## src/hdl/sow_pkg.sv

```systemverilog
//==========================================================================
// shared constants, types and decode for the single-operand word datapath
package sow_pkg;

    //======================================================================
    // word and instruction field layout
    localparam int OPC_HI = 15;              // operation code top bit
    localparam int OPC_LO = 6;               // operation code bottom bit
    localparam int DST_HI = 5;               // destination specifier top bit
    localparam int DST_LO = 0;               // destination specifier bottom bit

    //======================================================================
    // operation codes, instruction bits 15..6
    localparam logic [9:0] OPC_ZERO   = 10'h028;
    localparam logic [9:0] OPC_INVERT = 10'h029;
    localparam logic [9:0] OPC_ADD1   = 10'h02A;
    localparam logic [9:0] OPC_SUB1   = 10'h02B;
    localparam logic [9:0] OPC_NEGATE = 10'h02C;
    localparam logic [9:0] OPC_ADDC   = 10'h02D;
    localparam logic [9:0] OPC_SUBC   = 10'h02E;
    localparam logic [9:0] OPC_CHECK  = 10'h02F;
    localparam logic [9:0] OPC_ROT_R  = 10'h030;
    localparam logic [9:0] OPC_ROT_L  = 10'h031;
    localparam logic [9:0] OPC_SWAP   = 10'h003;

    //======================================================================
    // special operand values
    localparam logic [15:0] ZERO_W   = 16'h0000;
    localparam logic [15:0] ONE_W    = 16'h0001;
    localparam logic [15:0] MAX_POS  = 16'h7FFF;
    localparam logic [15:0] MSB_ONLY = 16'h8000;
    localparam logic [15:0] ALL_ONES = 16'hFFFF;
    localparam logic [7:0]  ZERO_B   = 8'h00;

    //======================================================================
    // timing: basic instruction time in ns, rounded up to clock cycles
    localparam int BASIC_NS  = 2300;
    localparam int CLK_NS    = 20;
    localparam int BASIC_CYC = (BASIC_NS + CLK_NS - 1) / CLK_NS;
    localparam logic [8:0] BASIC_CNT = 9'(BASIC_CYC);
    localparam logic [8:0] CNT_ZERO  = 9'h000;
    localparam logic [8:0] CNT_ONE   = 9'h001;

    //======================================================================
    // types
    typedef struct packed {
        logic n;                             // negative
        logic z;                             // zero
        logic v;                             // overflow
        logic c;                             // carry
    } sow_cc_t;

    typedef enum logic [3:0] {
        op_zero_dest     = 4'h0,
        op_add_one       = 4'h1,
        op_sub_one       = 4'h2,
        op_twos_negate   = 4'h3,
        op_check_value   = 4'h4,
        op_invert_bits   = 4'h5,
        op_add_carry_in  = 4'h6,
        op_sub_carry_in  = 4'h7,
        op_rotate_right  = 4'h8,
        op_rotate_left   = 4'h9,
        op_byte_exchange = 4'hA,
        op_not_single    = 4'hF
    } sow_op_t;

    typedef enum logic [0:0] {
        st_idle = 1'b0,
        st_run  = 1'b1
    } sow_state_t;

    localparam sow_cc_t CC_RST = 4'h0;       // flags after reset
    localparam logic [15:0] RES_RST = 16'h0000;

    //======================================================================
    // operation code field to operation
    function automatic sow_op_t sow_decode(input logic [9:0] opc);
        case (opc)
            OPC_ZERO:   return op_zero_dest;
            OPC_INVERT: return op_invert_bits;
            OPC_ADD1:   return op_add_one;
            OPC_SUB1:   return op_sub_one;
            OPC_NEGATE: return op_twos_negate;
            OPC_ADDC:   return op_add_carry_in;
            OPC_SUBC:   return op_sub_carry_in;
            OPC_CHECK:  return op_check_value;
            OPC_ROT_R:  return op_rotate_right;
            OPC_ROT_L:  return op_rotate_left;
            OPC_SWAP:   return op_byte_exchange;
            default:    return op_not_single;
        endcase
    endfunction : sow_decode

endpackage : sow_pkg

```

## src/hdl/sow_exec.sv

```systemverilog
`timescale 1ns/100ps
//==========================================================================
// combinational result and flag generation for one operation
module sow_exec (
    input  wire sow_pkg::sow_op_t op,        // decoded operation
    input  wire logic [15:0]      opd,       // destination operand
    input  wire sow_pkg::sow_cc_t cin,       // flags before the operation
    output sow_pkg::sow_cc_t      cc,        // flags after the operation
    output logic [15:0]           res,       // result word
    output logic                  wr         // result is to be written back
);

    // z and n default from the full word; byte swap takes them from the low byte, a stray word keeps them
    always_comb begin
        res = opd;
        wr  = 1'b1;
        cc  = cin;
        case (op)
            sow_pkg::op_zero_dest: begin
                res  = sow_pkg::ZERO_W;
                cc.v = 1'b0;
                cc.c = 1'b0;
            end
            sow_pkg::op_add_one: begin
                res  = 16'(opd + sow_pkg::ONE_W);
                cc.v = (opd == sow_pkg::MAX_POS);
            end
            sow_pkg::op_sub_one: begin
                res  = 16'(opd - sow_pkg::ONE_W);
                cc.v = (opd == sow_pkg::MSB_ONLY);
            end
            sow_pkg::op_twos_negate: begin
                res  = 16'(~opd + sow_pkg::ONE_W);
                cc.c = (res != sow_pkg::ZERO_W);
                cc.v = (res == sow_pkg::MSB_ONLY);
            end
            sow_pkg::op_check_value: begin
                wr   = 1'b0;
                cc.v = 1'b0;
                cc.c = 1'b0;
            end
            sow_pkg::op_invert_bits: begin
                res  = ~opd;
                cc.v = 1'b0;
                cc.c = 1'b1;
            end
            sow_pkg::op_add_carry_in: begin
                res  = 16'(opd + {15'h0000, cin.c});
                cc.c = (opd == sow_pkg::ALL_ONES) && cin.c;
                cc.v = (opd == sow_pkg::MAX_POS) && cin.c;
            end
            sow_pkg::op_sub_carry_in: begin
                res  = 16'(opd - {15'h0000, cin.c});
                cc.c = !((res == sow_pkg::ZERO_W) && cin.c);
                cc.v = (res == sow_pkg::MSB_ONLY);
            end
            sow_pkg::op_rotate_right: begin
                res  = {cin.c, opd[15:1]};
                cc.c = opd[0];
            end
            sow_pkg::op_rotate_left: begin
                res  = {opd[14:0], cin.c};
                cc.c = opd[15];
            end
            sow_pkg::op_byte_exchange: begin
                res  = {opd[7:0], opd[15:8]};
                cc.v = 1'b0;
                cc.c = 1'b0;
            end
            default: begin
                wr = 1'b0;                                    // not ours: no write
            end
        endcase
        // flags from the finished result
        if (op != sow_pkg::op_not_single) begin
            cc.z = (res == sow_pkg::ZERO_W);
            cc.n = res[15];
        end
        if (op == sow_pkg::op_byte_exchange) begin
            cc.z = (res[7:0] == sow_pkg::ZERO_B);
            cc.n = res[7];
        end
        // overflow only after carry and sign settle
        if (op == sow_pkg::op_rotate_right || op == sow_pkg::op_rotate_left) begin
            cc.v = cc.n ^ cc.c;
        end
    end

endmodule : sow_exec

```

## src/hdl/sow_alu.sv

```systemverilog
`timescale 1ns/100ps
//==========================================================================
// Operation
// - clear writes zero, sets Z, clears N, C and V
// - increment adds one; Z,N from result; C kept; V if 077777
// - decrement subtracts one; Z,N from result; C kept; V if 100000
// - negate gives two's complement; C clear only on zero; V if 100000
// - test does not write; Z,N from operand; C and V cleared
// - complement inverts all bits; Z,N from result; C set, V cleared
// - add carry: C if 177777 and carry, V if 077777 and carry
// - subtract carry: C clear only on zero with carry; V if 100000
// - rotate right through carry: bit 0 to C, C to bit 15
// - rotate left through carry: bit 15 to C, C to bit 0
// - rotates: V is new N xor new C
// - byte swap: Z,N from new low byte, C and V cleared
// - operation code in bits 15..6, destination in bits 5..0
// - run time is basic time plus destination address time
module sow_alu (
    input  wire logic             clk,       // 50 MHz system clock
    input  wire logic             rst_n,     // synchronous reset, active low
    input  wire logic             start,     // request pulse, taken when idle
    input  wire logic [15:0]      instr,     // instruction word
    input  wire logic [15:0]      operand,   // destination operand value
    input  wire sow_pkg::sow_cc_t cc_in,     // current condition codes
    input  wire logic [7:0]       dst_cycles,// destination address time
    output logic                  busy,      // operation in progress
    output logic                  done,      // one-cycle completion pulse
    output logic [15:0]           result,    // result word
    output sow_pkg::sow_cc_t      cc_out,    // new condition codes
    output logic                  write_en,  // pulse: write result back
    output logic                  illegal,   // last word was not ours
    output logic [5:0]            dst_spec   // destination specifier
);

    //======================================================================
    // state and captured request
    sow_pkg::sow_state_t state;
    logic [8:0]          cnt;
    sow_pkg::sow_op_t    op_q;
    logic [15:0]         opd_q;
    sow_pkg::sow_cc_t    cin_q;
    sow_pkg::sow_cc_t    ex_cc;
    logic [15:0]         ex_res;
    logic                ex_wr;
    logic                take;
    logic                finish;
    sow_pkg::sow_op_t    next_op;

    assign take    = start && (state == sow_pkg::st_idle);
    assign finish  = (state == sow_pkg::st_run) && (cnt == sow_pkg::CNT_ZERO);
    assign next_op = sow_pkg::sow_decode(instr[sow_pkg::OPC_HI:sow_pkg::OPC_LO]);

    //======================================================================
    // sequencing: basic time plus the address time the partner reports
    // a word that is not ours finishes on the next edge, so a stray
    // decode never stalls the sequencer for the full instruction time
    always_ff @(posedge clk) begin
        if (!rst_n) begin
            state <= sow_pkg::st_idle;
            cnt   <= sow_pkg::CNT_ZERO;
        end else begin
            case (state)
                sow_pkg::st_idle: begin
                    if (start) begin
                        state <= sow_pkg::st_run;
                        if (next_op == sow_pkg::op_not_single) begin
                            cnt <= sow_pkg::CNT_ZERO;
                        end else begin
                            cnt <= 9'(sow_pkg::BASIC_CNT + {1'b0, dst_cycles}
                                      - sow_pkg::CNT_ONE);
                        end
                    end
                end
                sow_pkg::st_run: begin
                    if (cnt == sow_pkg::CNT_ZERO) begin
                        state <= sow_pkg::st_idle;
                    end else begin
                        cnt <= 9'(cnt - sow_pkg::CNT_ONE);
                    end
                end
                default: begin
                    state <= sow_pkg::st_idle;
                end
            endcase
        end
    end

    // busy flag mirrors the run state as a flop
    always_ff @(posedge clk) begin
        if (!rst_n) begin
            busy <= 1'b0;
        end else if (take) begin
            busy <= 1'b1;
        end else if (finish) begin
            busy <= 1'b0;
        end
    end

    //======================================================================
    // request capture; operand is held so the partner may change it
    always_ff @(posedge clk) begin
        if (!rst_n) begin
            op_q     <= sow_pkg::op_not_single;
            opd_q    <= sow_pkg::RES_RST;
            cin_q    <= sow_pkg::CC_RST;
            dst_spec <= 6'h00;
        end else if (take) begin
            op_q     <= next_op;
            opd_q    <= operand;
            cin_q    <= cc_in;
            dst_spec <= instr[sow_pkg::DST_HI:sow_pkg::DST_LO];
        end
    end

    //======================================================================
    // datapath
    sow_exec u_exec (
        .op  (op_q),
        .opd (opd_q),
        .cin (cin_q),
        .cc  (ex_cc),
        .res (ex_res),
        .wr  (ex_wr)
    );

    // result and flags load on the same edge, so no stale pairing
    always_ff @(posedge clk) begin
        if (!rst_n) begin
            result  <= sow_pkg::RES_RST;
            cc_out  <= sow_pkg::CC_RST;
            illegal <= 1'b0;
        end else if (finish) begin
            result  <= ex_res;
            cc_out  <= ex_cc;
            illegal <= (op_q == sow_pkg::op_not_single);
        end
    end

    // completion strobes last exactly one cycle
    always_ff @(posedge clk) begin
        if (!rst_n) begin
            done     <= 1'b0;
            write_en <= 1'b0;
        end else begin
            done     <= finish;
            write_en <= finish && ex_wr;
        end
    end

    //======================================================================
    // checks
    logic [9:0] lat;
    logic [7:0] dcy_q;

    // elapsed cycles since the request, for the timing check
    always_ff @(posedge clk) begin
        if (!rst_n) begin
            lat   <= 10'h000;
            dcy_q <= 8'h00;
        end else if (take) begin
            lat   <= 10'h000;
            dcy_q <= dst_cycles;
        end else if (state == sow_pkg::st_run) begin
            lat   <= 10'(lat + 10'h001);
        end
    end
endmodule : sow_alu

```

## config.mk

```make
export PLATFORM = sky130hd
export DESIGN_NAME = sow_alu
export DESIGN_NICKNAME = d
export VERILOG_FILES = /design/src/hdl/sow_pkg.sv /design/src/hdl/sow_exec.sv /design/src/hdl/sow_alu.sv
export SDC_FILE = /design/constraint.sdc
export NUM_CORES = 1
export LEC_CHECK = 0
export BUFFER_PORTS_ARGS = -buffer_cell sky130_fd_sc_hd__buf_2
export CAP_MARGIN = 25
export CORE_MARGIN = 2
export CORE_UTILIZATION = 25
export CTS_CLUSTER_SIZE = 40
export DETAILED_ROUTE_END_ITERATION = 8
export GPL_TIMING_DRIVEN = 0
export SLEW_MARGIN = 0
export SYNTH_ARGS = -nofsm -noshare
export SYNTH_HDL_FRONTEND = slang
export SYNTH_HIERARCHICAL = 1
export SYNTH_SLANG_ARGS = --single-unit
```

## constraint.sdc

```tcl
create_clock -name clk -period 5.9 [get_ports clk]
set_input_delay 1.18 -clock clk [delete_from_list [all_inputs] [get_ports clk]]
set_output_delay 1.18 -clock clk [all_outputs]
set_load 0.05 [all_outputs]
```

## Word-level counts from Yosys, hierarchy flattened

Cells that the tools add are included.

- Input port bits: 47
- Register bits after elaboration: 64

- Add/sub/neg operators: 8
- Equality and inequality tests: 31
- Bitwise gates (word level): 3
- Reductions and logical operators: 19
- Multiplexer cells: 17

Operators with widths:

| operator | count |
|---|---|
| $pmux 16 s10 | 1 |
| $eq 10x6->1 const B | 10 |
| $eq 16x16->1 const B | 4 |
| $pmux 4 s11 | 1 |
| $add 16x1->16 const B | 2 |
| $logic_not 16->1 | 2 |
| $mux 9 | 3 |
| $eq 4x4->1 const B | 5 |
| $pmux 9 s2 | 1 |
| $sub 9x1->9 const B | 2 |
| $add 16x1->16 | 1 |
| $eq 16x15->1 const B | 1 |
| $eq 4x3->1 const B | 4 |
| $not 16->16 | 1 |
| $reduce_bool 16->1 | 1 |
| $sub 16x1->16 | 1 |
| $sub 16x1->16 const B | 1 |
| $eq 10x2->1 const B | 1 |
| $reduce_or 10->1 | 1 |
| $add 7x8->9 const A | 1 |
| $logic_not 9->1 | 1 |
| $eq 4x2->1 const B | 2 |
| $logic_not 8->1 | 1 |
| $pmux 1 s7 | 1 |
| 17 further kinds | 29 |

## Longest topological paths before layout

Gate-level depths: netlist of run 1.

- Depth after elaboration: 8
- Depth in mapped cells: 18

## By module

Netlist of run 1, hierarchy kept.

By module, submodules not included:

| module | seq. area each (um2) | area an instance (um2) | cells an instance | times used |
|---|---|---|---|---|
| sow_exec | 0.0 | 3114.2 | 482 | 1 |
| sow_alu | 1281.2 | 2737.6 | 311 | 1 |

## Worst setup path after synthesis of run 1

OpenSTA, ideal clock, no wires.

- Kind: flip-flop to flip-flop
- From: register op_q[2]
- To: register cc_out[2] in the netlist's numbering
- Path buffers: 3
- Required time: 5834 ps
- Data arrival time: 4133 ps
- Cell stages (with the launch flop): 16
- Path slack: 1702 ps
- Cells stage by stage: dfxtp_1 buf_2 buf_2 nor3_1 ha_1 clkbuf_1 a2111oi_0 a21oi_1 a221oi_1 or4_1 a41oi_1 nor4_1 nand4bb_1 o21ai_1 mux2i_1 nor2_1

RTL lines:

| element | RTL line | source |
|---|---|---|
| start: declaration | sow_alu.sv:39 | `sow_pkg::sow_op_t op_q;` |
| start signal: assignment | sow_alu.sv:103 | `op_q <= sow_pkg::op_not_single;` |
| start signal: assignment | sow_alu.sv:108 | `op_q <= next_op;` |
| end signal: assignment | sow_alu.sv:130 | `cc_out <= sow_pkg::CC_RST;` |
| end: declaration | sow_alu.sv:29 | `output sow_pkg::sow_cc_t cc_out,` |

==> results of run 1 <==
worst register-to-register path: stages (launching register included):
cell and delay, ns:
dfxtp_1 0.34, buf_2 0.19, buf_2 0.20, nor3_2 0.34, buf_6 0.23, ha_1 0.14
clkbuf_1 0.27, nand3_1 0.15, o2111a_1 0.29, o21ai_1 0.34, a21oi_1 0.22, and2_1 0.18
o311ai_0 0.40, o21ai_2 0.22, mux2i_1 0.28, o21ai_0 0.14, mux2i_1 0.15, nor2_1 0.05
through the flow:
step / power [mW] / cell area [um2] / worst slack, ns / hold WS (ns)
floorplan: 0.767 / 5850 / 1.70 / 0.435
global placement: 0.882 / 6620 / 0.611 / 0.444
detailed placement: 0.884 / 6650 / 1.75 / 0.445
CTS: 1.41 / 6940 / 1.72 / 0.453
global route: 1.47 / 6940 / 1.30 / 0.472
finish: 1.40 / 6940 / 1.65 / 0.449
metal layers:
metal | routed length (um) | vias up | track usage, %
li1 | - | 3148 | -
met1 | 9020 | 3047 | 22.5
met2 | 9960 | 288 | 28.4
met3 | 1690 | 59 | 3.39
met4 | 844 | 0 | 7.99
met5 | 0 | - | 0
cells by family after synthesis:
logic type / Yosys count / share of synthesized area, %
simple gates: 316 / 28.5
compound gates: 242 / 28.5
buf+inv: 85 / 5.84
flops: 64 / 21.9
mux: 34 / 5.88
xor+xnor: 30 / 4.49
fa+ha+maj: 22 / 4.83
cell usage after synthesis (all sizes together), types with 6 or more instances:
master / count
nand2: 96
a21oi: 70
nor2: 70
dfxtp: 64
clkbuf: 42
o21ai: 37
mux2i: 31
buf: 24
nor3: 24
ha: 21
nand3: 21
xnor2: 19
inv: 18
o211ai: 17
a211oi: 15
a31oi: 13
nor4: 13
nand4: 12
nor2b: 11
xor2: 11
a221oi: 8
nand2b: 8
a22oi: 7
o21a: 7
o22ai: 7
and2: 6
and3: 6
o221ai: 6
or3: 6
or4: 6
registers in the layout (all words and copies together), names as in the netlist:
register / cells
write_en: 1
dst_spec: 6
illegal: 1
cin_q: 4
busy: 1
cc_out: 4
op_q: 4
result: 16
opd_q: 16
done: 1
cnt: 9
state: 1
final cells by class:
type,instances,area [um2]
Buffer,66,270
Multi-Input combinational cell,644,4230
Clock buffer,13,270
Clock inverter,3,25.0
Fill cell,2480,15800
Inverter,19,71.3
Sequential cell,64,1280
Timing Repair Buffer,78,397
Tap cell,313,392
power by group:
group          internal (mW)  switching [mW]  leakage [nW]
Sequential             0.458          0.0332         0.522
Combinational          0.141           0.250          2.08
Clock                  0.320           0.198         0.142
Total                  0.919           0.481          2.75
worst min-delay path by stage:
stage	from	end	slack, ns	cells after the start
after floorplan	opd_q[15]$_SDFFE_PN0P_	opd_q[15]$_SDFFE_PN0P_	0.44	2
after global placement	opd_q[15]$_SDFFE_PN0P_	opd_q[15]$_SDFFE_PN0P_	0.44	2
after detailed placement	dst_spec[3]$_SDFFE_PN0P_	dst_spec[3]$_SDFFE_PN0P_	0.45	2
after CTS	dst_spec[4]$_SDFFE_PN0P_	dst_spec[4]$_SDFFE_PN0P_	0.45	2
after global routing	dst_spec[4]$_SDFFE_PN0P_	dst_spec[4]$_SDFFE_PN0P_	0.47	2
final	dst_spec[4]$_SDFFE_PN0P_	dst_spec[4]$_SDFFE_PN0P_	0.45	2
==> run summary, run 1 <==
P&R area growth vs syn = 18.6%
antenna violations before repair = 0
yosys warns = 6
min cycle time layout = 4.25 ns
global-route wire length before repair = 33800 um
CTS Sinks = 64
clock skew = 0.00864 ns
Post-synth EDFFs = 0
Worst Setup EP = cc_out[3]$_SDFFE_PN0P_
GPL Wtd Cong = 0.969
Final Util = 30.5%
Via Count = 6542
post-synth top area share = 21.9%
Cells after Synth = 793
vias in the first global route = 6105
DRT antenna net count = 0
first drt pass iteration count = 7
outcome = complete, no violations
most area-consuming cells after synthesis = dfxtp_1, nand2_1, a21oi_1
Final Net Count = 951
cell family with most CP delay = compound AO/OA/AOI/OAI gates
Critical-path top delay cell = o311ai_0
Synth area leader = dfxtp_1
core area = 22800 um2
highest clock rate = 0.235 GHz
most common cell after layout, fill and taps aside = nand2_1
pwr/cell area = 202 nW/um2
WS Path Type = flop to flop
Sum Neg Setup Slack = 0 ns
final wirelength = 21500 um
share of layout cells above drive strength 1 = 15.7%
Worst Path Max Fanout = 15
Max stage delay on crit path = 0.40 ns
largest net degree at the start of global routing = 16
Post-Syn Area = 5850 um2
Synth cell types = 88
CP Depth = 17
number of diodes = 0
Post-CTS Setup Bufs = 0
Seq cells post-synth = 64
CTS H-tree lvls = 3
Fin. Hold Viols = 0
initial drt markers = 575
crit path DAT = 4.46 ns
TritonCTS buffer count = 9
IO Pins = 77
row count = 55
grt total ovfl = 0
Setup crit end kind = flop
routed len/inst = 17.9 um
clk buf depth = 2
WP buf/inv = 4
Resize count post-CTS = 0
dominant synthesized flop cell = dfxtp_1
worst-path cell chain = buf_2 > buf_2 > nor3_2 > buf_6 > ha_1 > clkbuf_1 > nand3_1 > o2111a_1 > o21ai_1 > a21oi_1 > and2_1 > o311ai_0 > o21ai_2 > mux2i_1 > o21ai_0 > mux2i_1 > nor2_1
port bufs = 76
measured slew at the worst slew-check pin = 0.987 ns
RSZ-0062 raised after global routing = no
detailed-route DRC error count = 0
Final Non-Filler Cells = 1200
CTS tree = yes
most frequent cells in the layout = nand2_1, buf_2, nor2_1, a21oi_1, dfxtp_1
Final HPWL DP = 16600 um
Reg clk slew, reported paths = 0.06 ns
Worst setup startpoint = op_q[2]$_SDFFE_PN1P_
hold crit path type = flop to flop
synthesized net count = 862
GRT Overall Usage = 17.6%
worst skew pair latency = 0.34 ns
vias per std cell = 5.45
die width = 157 um
Starting Density = 25.7%
cts hold-fix bufs = 0
clk root buf = clkbuf_16
die height = 157 um
FF-to-FF setup slack = 1.65 ns
reg2reg end = cc_out[3]$_SDFFE_PN0P_
Max rail drop VDD = 125 uV
Reg-to-Reg Start = op_q[2]$_SDFFE_PN1P_
slew margin rel. = 33.3%
Slew Limit Fails = 0
Die Area = 24600 um2
post-synthesis average cell area = 7.38 um2
final worst path period share = 72.0%
max-cap viol count = 0
Final setup violation count = 0
Async SR Flop Fraction = 0%
post-synthesis sequential area ratio = 21.9%
Lkg Pwr = 2.75 nW
Worst setup SP type = flop
worst path required time = 6.11 ns
Reg2Reg Depth = 17
Placed Instances = 1184
No activity file was read; power rests on OpenSTA's default activity.
==> run 2, diff against run 1 <==
--- a/config.mk
+++ b/config.mk
@@ -5,6 +5,7 @@
 export SDC_FILE = /design/constraint.sdc
 export NUM_CORES = 1
 export LEC_CHECK = 0
+export ABC_AREA = 1
 export BUFFER_PORTS_ARGS = -buffer_cell sky130_fd_sc_hd__buf_2
 export CAP_MARGIN = 25
 export CORE_MARGIN = 2
==> constraint.sdc (replaced) <==
create_clock -name clk -period 4.35 [get_ports clk]
set_input_delay 0.87 -clock clk [delete_from_list [all_inputs] [get_ports clk]]
set_output_delay 0.87 -clock clk [all_outputs]
set_load 0.05 [all_outputs]
==> run summary, run 2 <==
Async SR Flop Fraction = 0% (unchanged)
final worst path period share = 84.2% (+12 points)
measured slew at the worst slew-check pin = 0.761 ns (-0.225 ns)
core area = 23500 um2 (+3.0%)
Max rail drop VDD = 190 uV (+53%)
hold crit path type = flop to flop
Sum Neg Setup Slack = 0 ns (unchanged)
Final HPWL DP = 17200 um (+4.0%)
cell repeated most along the worst path = nand2_1
Final Non-Filler Cells = 1464 (+22%)
Seq cells post-synth = 64 (unchanged)
slew margin rel. = 49.3% (+16 points)
worst-path cell chain = inv_2 > nor2_4 > nand2_1 > inv_1 > ha_1 > a21oi_1 > nand2_1 > nand3_1 > nand2_1 > o21ai_0 > nand2_1 > o21ai_0 > nand4_1 > nor2_1 > nand2_1 > nand2_1 > nand2_1 > nand2_1
most common cell after layout, fill and taps aside = nand2_1
Starting Density = 25.5% (-0.17 points)
antenna violations before repair = 0 (unchanged)
grt total ovfl = 0 (unchanged)
crit path DAT = 3.95 ns (-0.51 ns)
hold path startpoint = result[12]$_SDFFE_PN0P_
clk root buf = clkbuf_16
row count = 56 (+1.8%)
routed len/inst = 14.8 um (-17%)
clk buf depth = 2 (unchanged)
Reg clk slew, reported paths = 0.06 ns (about the same)
largest family of logic cells by synthesized area = simple AND/OR/NAND/NOR gates
Critical-path top delay cell = o21ai_0
Top Registers = opd_q: 16 flops, result: 16 flops, cnt: 9 flops
TritonCTS buffer count = 9 (unchanged)
synthesized net count = 1123 (+30%)
Final Net Count = 1209 (+27%)
vias in the first global route = 6542 (+7.2%)
Synth area leader = dfxtp_1
max-cap viol count = 0 (unchanged)
Hold Crit Depth = 2 (unchanged)
RSZ-0062 raised after global routing = no
post-synth top area share = 21.4% (-0.50 points)
outcome = complete, no violations
most frequent cells in the layout = nand2_1, nor2_1, inv_1
post-synthesis sequential area ratio = 21.4% (-0.50 points)
Via Count = 6977 (+6.6%)
pwr/cell area = 310 nW/um2 (+53%)
Post-CTS Setup Bufs = 0 (unchanged)
Worst setup startpoint = op_q[1]$_SDFFE_PN1P_
cts hold-fix bufs = 0 (unchanged)
Synth cell types = 50 (-43%)
WP buf/inv = 2 (-2)
GPL Wtd Cong = 0.991 (+2.2%)
IO Pins = 77 (unchanged)
final wirelength = 21700 um (+0.88%)
largest net degree at the start of global routing = 15 (-1)
dominant synthesized flop cell = dfxtp_1
post-synthesis average cell area = 5.68 um2 (-23%)
detailed-route DRC error count = 0 (unchanged)
final-layout fill cell count = 2718 (+9.6%)
Synth top cells by count = nand2_1, nor2_1, inv_1
Placed Instances = 1448 (+22%)
Slew Limit Fails = 0 (unchanged)
CTS Sinks = 64 (unchanged)
clock skew = 0.00538 ns (-0.00326 ns)
worst path required time = 4.64 ns (-1.47 ns)
yosys warns = 6 (unchanged)
Worst Path Max Fanout = 14 (-1)
cell family with most CP delay = simple AND/OR/NAND/NOR gates
DRT antenna net count = 0 (unchanged)
Final setup violation count = 0 (unchanged)
CTS tree = yes
GRT Overall Usage = 17.3% (-0.26 points)
most common cell in the netlist = nand2_1
Setup crit end kind = flop
Post-Syn Area = 5990 um2 (+2.4%)
Reg2Reg Depth = 18 (+1)
Lkg Pwr = 3.56 nW (+29%)
vias per std cell = 4.77 (-13%)
global-route wire length before repair = 34900 um (+3.3%)
Max stage delay on crit path = 0.50 ns (+0.10 ns)
simple-gate area share of the yosys netlist = 46.2% (+18 points)
P&R area growth vs syn = 17.9%
Cells after Synth = 1054 (+33%)
number of diodes = 0 (unchanged)
port bufs = 75 (-1.3%)
worst skew pair latency = 0.34 ns (about the same)
die height = 159 um (+1.1%)
Adder-Cell Fraction of Synth Area = 4.72% (-0.11 points)
first drt pass iteration count = 5 (-2)
share of layout cells above drive strength 1 = 14.3% (-1.3 points)
xor and xnor area share after synthesis = 2.19% (-2.3 points)
mux share of post-synthesis cell area = 0% (-5.9 points)
die width = 159 um (+1.1%)
WS Path Type = flop to flop
CTS H-tree lvls = 3 (unchanged)
Fin. Hold Viols = 0 (unchanged)
min cycle time layout = 3.66 ns (-0.586 ns)
Synth Area in Compound Gates = 14.3% (-14 points)
most area-consuming cells after synthesis = dfxtp_1, nand2_1, nor2_1
Post-synth EDFFs = 0 (unchanged)
initial drt markers = 597 (+3.8%)
highest clock rate = 0.273 GHz (+16%)
Die Area = 25200 um2 (+2.3%)
CP Depth = 18 (+1)
Reg-to-Reg Start = op_q[1]$_SDFFE_PN1P_
Resize count post-CTS = 0 (unchanged)
Worst setup SP type = flop
## run 2: cell types whose count changed after synthesis, moves of 28 or more
cell      previous run  this run
mux2i_1             31         0
nor2_1              70       161
inv_1               18       107
a21oi_1             70        42
nand2_1             96       307
clkbuf_1            42        14
nand3_1             21       103
## run 2: final cells by class
type	count	area (um2)	area share, %
Clock buffer	11	243	3.44
Sequential cell	64	1280	18.1
Tap cell	319	399	5.65
Buffer	36	203	2.87
Multi-Input combinational cell	829	4040	57.1
Inverter	125	469	6.64
Clock inverter	5	56.3	0.797
Timing Repair Buffer	75	375	5.31
## run 2: power breakdown
part           internal (mW)  total [mW]  switching (mW)
clock network          0.458       0.725           0.268
logic                  0.234       0.773           0.539
registers              0.637       0.688          0.0514
total                   1.33        2.19           0.858
## run 2: worst reg2reg max path: cells and delay by family, from the launching register on
family                     cells  cell delay (ns)
DFF                            1             0.48
and+or+nand+nor               12             1.34
buffers and inverters          2             0.55
AOI/OAI and AO/OA              3             0.86
adders and majority gates      1             0.40
## run 2: metrics by stage
step | hold slack, ns | area [um2] | worst slack (ns) | power, mW | util (%)
2_1_floorplan | 0.444 | 5990 | 1.55 | 1.24 | -
5_1_grt | 0.495 | 7060 | 0.291 | 2.32 | 30.1
6_report | 0.468 | 7060 | 0.687 | 2.19 | 30.1
3_3_place_gp | 0.455 | 6760 | 0.759 | 1.46 | 28.8
3_5_place_dp | 0.462 | 6760 | 0.759 | 1.46 | 28.8
4_1_cts | 0.471 | 7060 | 0.739 | 2.20 | 30.1
## run 2: final timing paths
kind	endpoint	slack, ns
max	cc_out[2]$_SDFFE_PN0P_	0.69
min	result[12]$_SDFFE_PN0P_	0.47
max reg2reg	cc_out[2]$_SDFFE_PN0P_	0.69
min reg2reg	result[12]$_SDFFE_PN0P_	0.47
## run 2: routing by layer
metal | part of all wire [%] | global-route usage [%]
met5 | 0 | 0
met4 | 3.6 | 8.09
met3 | 6.5 | 3.34
met2 | 45 | 27.9
met1 | 45 | 22.2
## run 2: kinds of logic (layout without fill, tap and decap cells)
group           Yosys count  after routing
fa+ha+maj                22             22
buf+inv                 161            252
flops                    64             64
compound gates          151            151
simple gates            641            641
xor+xnor                 15             15
==> run 3, diff against run 2 <==
==> constraint.sdc (replaced) <==
create_clock -name clk -period 3.6 [get_ports clk]
set_input_delay 0.72 -clock clk [delete_from_list [all_inputs] [get_ports clk]]
set_output_delay 0.72 -clock clk [all_outputs]
set_load 0.05 [all_outputs]
==> run summary, run 3 (synthesis results as in run 2) <==
P&R area growth vs syn = 18.6%
clk root buf = clkbuf_16
port bufs = 75 (unchanged)
Area after DPL = 6760 um2 (unchanged)
Starting Density = 25.5% (unchanged)
highest clock rate = 0.317 GHz (+16%)
IO Pins = 77 (unchanged)
clk buf depth = 2 (unchanged)
Sum Neg Setup Slack = 0 ns (unchanged)
most frequent cells in the layout = nand2_1, nor2_1, inv_1
WS Path Type = flop to flop
cts hold-fix bufs = 0 (unchanged)
vias in the first global route = 6542 (unchanged)
Slew Limit Fails = 0 (unchanged)
GRT Overall Usage = 17.3% (unchanged)
worst setup margin = 0.448 ns (-0.239 ns)
Final Cell Area = 7100 um2 (+0.57%)
die width = 159 um (unchanged)
Lkg Pwr = 3.56 nW (+0.11%)
die height = 159 um (unchanged)
RSZ-0062 raised after global routing = no
share of layout cells above drive strength 1 = 14.9% (+0.59 points)
met2 GRT Util = 27.9% (unchanged)
grt total ovfl = 0 (unchanged)
pwr/cell area = 372 nW/um2 (+20%)
detailed-route DRC error count = 0 (unchanged)
first drt pass iteration count = 5 (unchanged)
Placed Instances = 1448 (unchanged)
Fin. Hold Viols = 0 (unchanged)
Reg clk slew, reported paths = 0.06 ns (about the same)
min cycle time layout = 3.15 ns (-0.511 ns)
Worst setup SP type = flop
Final HPWL DP = 17200 um (unchanged)
Max rail drop VDD = 230 uV (+21%)
vias per std cell = 4.81 (+1.0%)
antenna violations before repair = 0 (unchanged)
final worst path period share = 87.5% (+3.3 points)
hold crit path type = flop to flop
worst path required time = 3.84 ns (-0.80 ns)
worst skew pair latency = 0.34 ns (about the same)
CTS H-tree lvls = 3 (unchanged)
crit path DAT = 3.39 ns (-0.56 ns)
Top Registers = opd_q: 16 flops, result: 16 flops, cnt: 9 flops
initial drt markers = 537 (-10%)
most common cell after layout, fill and taps aside = nand2_1
number of diodes = 0 (unchanged)
CTS tree = yes
global route hottest layer = met2
TritonCTS buffer count = 9 (unchanged)
row count = 56 (unchanged)
measured slew at the worst slew-check pin = 0.732 ns (-0.0291 ns)
core area = 23500 um2 (unchanged)
final wirelength = 21800 um (+0.39%)
Final setup violation count = 0 (unchanged)
GPL Wtd Cong = 0.991 (unchanged)
DRT antenna net count = 0 (unchanged)
CTS Sinks = 64 (unchanged)
clock skew = 0.00587 ns (+0.000489 ns)
Setup crit end kind = flop
largest net degree at the start of global routing = 15 (unchanged)
GR Util met3 = 3.34% (unchanged)
Final Net Count = 1211 (+0.17%)
Worst Path Max Fanout = 8 (-6)
slew margin rel. = 51.2% (+1.9 points)
Via Count = 7057 (+1.1%)
max-cap viol count = 0 (unchanged)
Final Non-Filler Cells = 1466 (+0.14%)
routed len/inst = 14.9 um (+0.25%)
Die Area = 25200 um2 (unchanged)
met1 Track Usage GR = 22.2% (unchanged)
outcome = complete, no violations
worst slack at placement = 0.00920 ns (-0.750 ns)
global-route wire length before repair = 34900 um (unchanged)
[run 3: final cells by class]
cell class	count	area, um2
Fill cell	2708	16400
Multi-Input combinational cell	829	4040
Sequential cell	64	1280
Inverter	125	473
Timing Repair Buffer	77	403
Tap cell	319	399
Clock buffer	11	243
Buffer	36	203
Clock inverter	5	56.3
[run 3: timing repair]
action                                  CTS  global route
endpoints found under the setup margin    1             3
buffers inserted                          0             2
gates resized for setup                   1             6
[run 3: worst max-delay path: stages, from the launching register on]
cell and delay (ns):
dfxtp_1 0.47, nor2_1 0.15, nand2_2 0.19, clkinvlp_4 0.23, buf_12 0.19, ha_1 0.33
nand2_1 0.11, inv_1 0.06, nand3_1 0.10, inv_1 0.05, a21oi_1 0.21, nand2_1 0.07
nand2_1 0.06, nand3_1 0.12, nand2_1 0.14, nand2_1 0.10, nand2_1 0.07, nand2_1 0.04
nand2_1 0.07, nand3_1 0.07, nand3_1 0.07, nand2_1 0.05, nand2_1 0.06, nand2_1 0.04
[run 3: power by group]
| part | internal [mW] | switching, mW |
|---|---|---|
| registers | 0.770 | 0.0622 |
| clock network | 0.553 | 0.323 |
| logic | 0.283 | 0.652 |
| total | 1.61 | 1.04 |
[run 3: routing by layer]
layer	share of wire, %	vias to the layer above
li1	-	3576
met1	45	3166
met2	45	267
met3	7.0	48
met4	3.7	0
met5	0	-
[run 3: per-stage QoR]
step	hold slack, ns	utilization [%]	power (mW)
floorplan	0.444	-	1.50
global placement	0.455	28.8	1.76
detailed placement	0.462	28.8	1.77
CTS	0.471	30.1	2.66
global route	0.495	30.3	2.81
finish	0.468	30.3	2.64
[run 3: final timing paths]
| kind | startpoint | endpoint | slack [ns] | cells past startpoint |
|---|---|---|---|---|
| worst max register to register | op_q[2]$_SDFFE_PN1P_ | cc_out[1]$_SDFFE_PN0P_ | 0.45 | 23 |
| worst min-delay path | result[12]$_SDFFE_PN0P_ | result[12]$_SDFFE_PN0P_ | 0.47 | 2 |
| worst max-delay path | op_q[2]$_SDFFE_PN1P_ | cc_out[1]$_SDFFE_PN0P_ | 0.45 | 23 |
| worst min register to register | result[12]$_SDFFE_PN0P_ | result[12]$_SDFFE_PN0P_ | 0.47 | 2 |
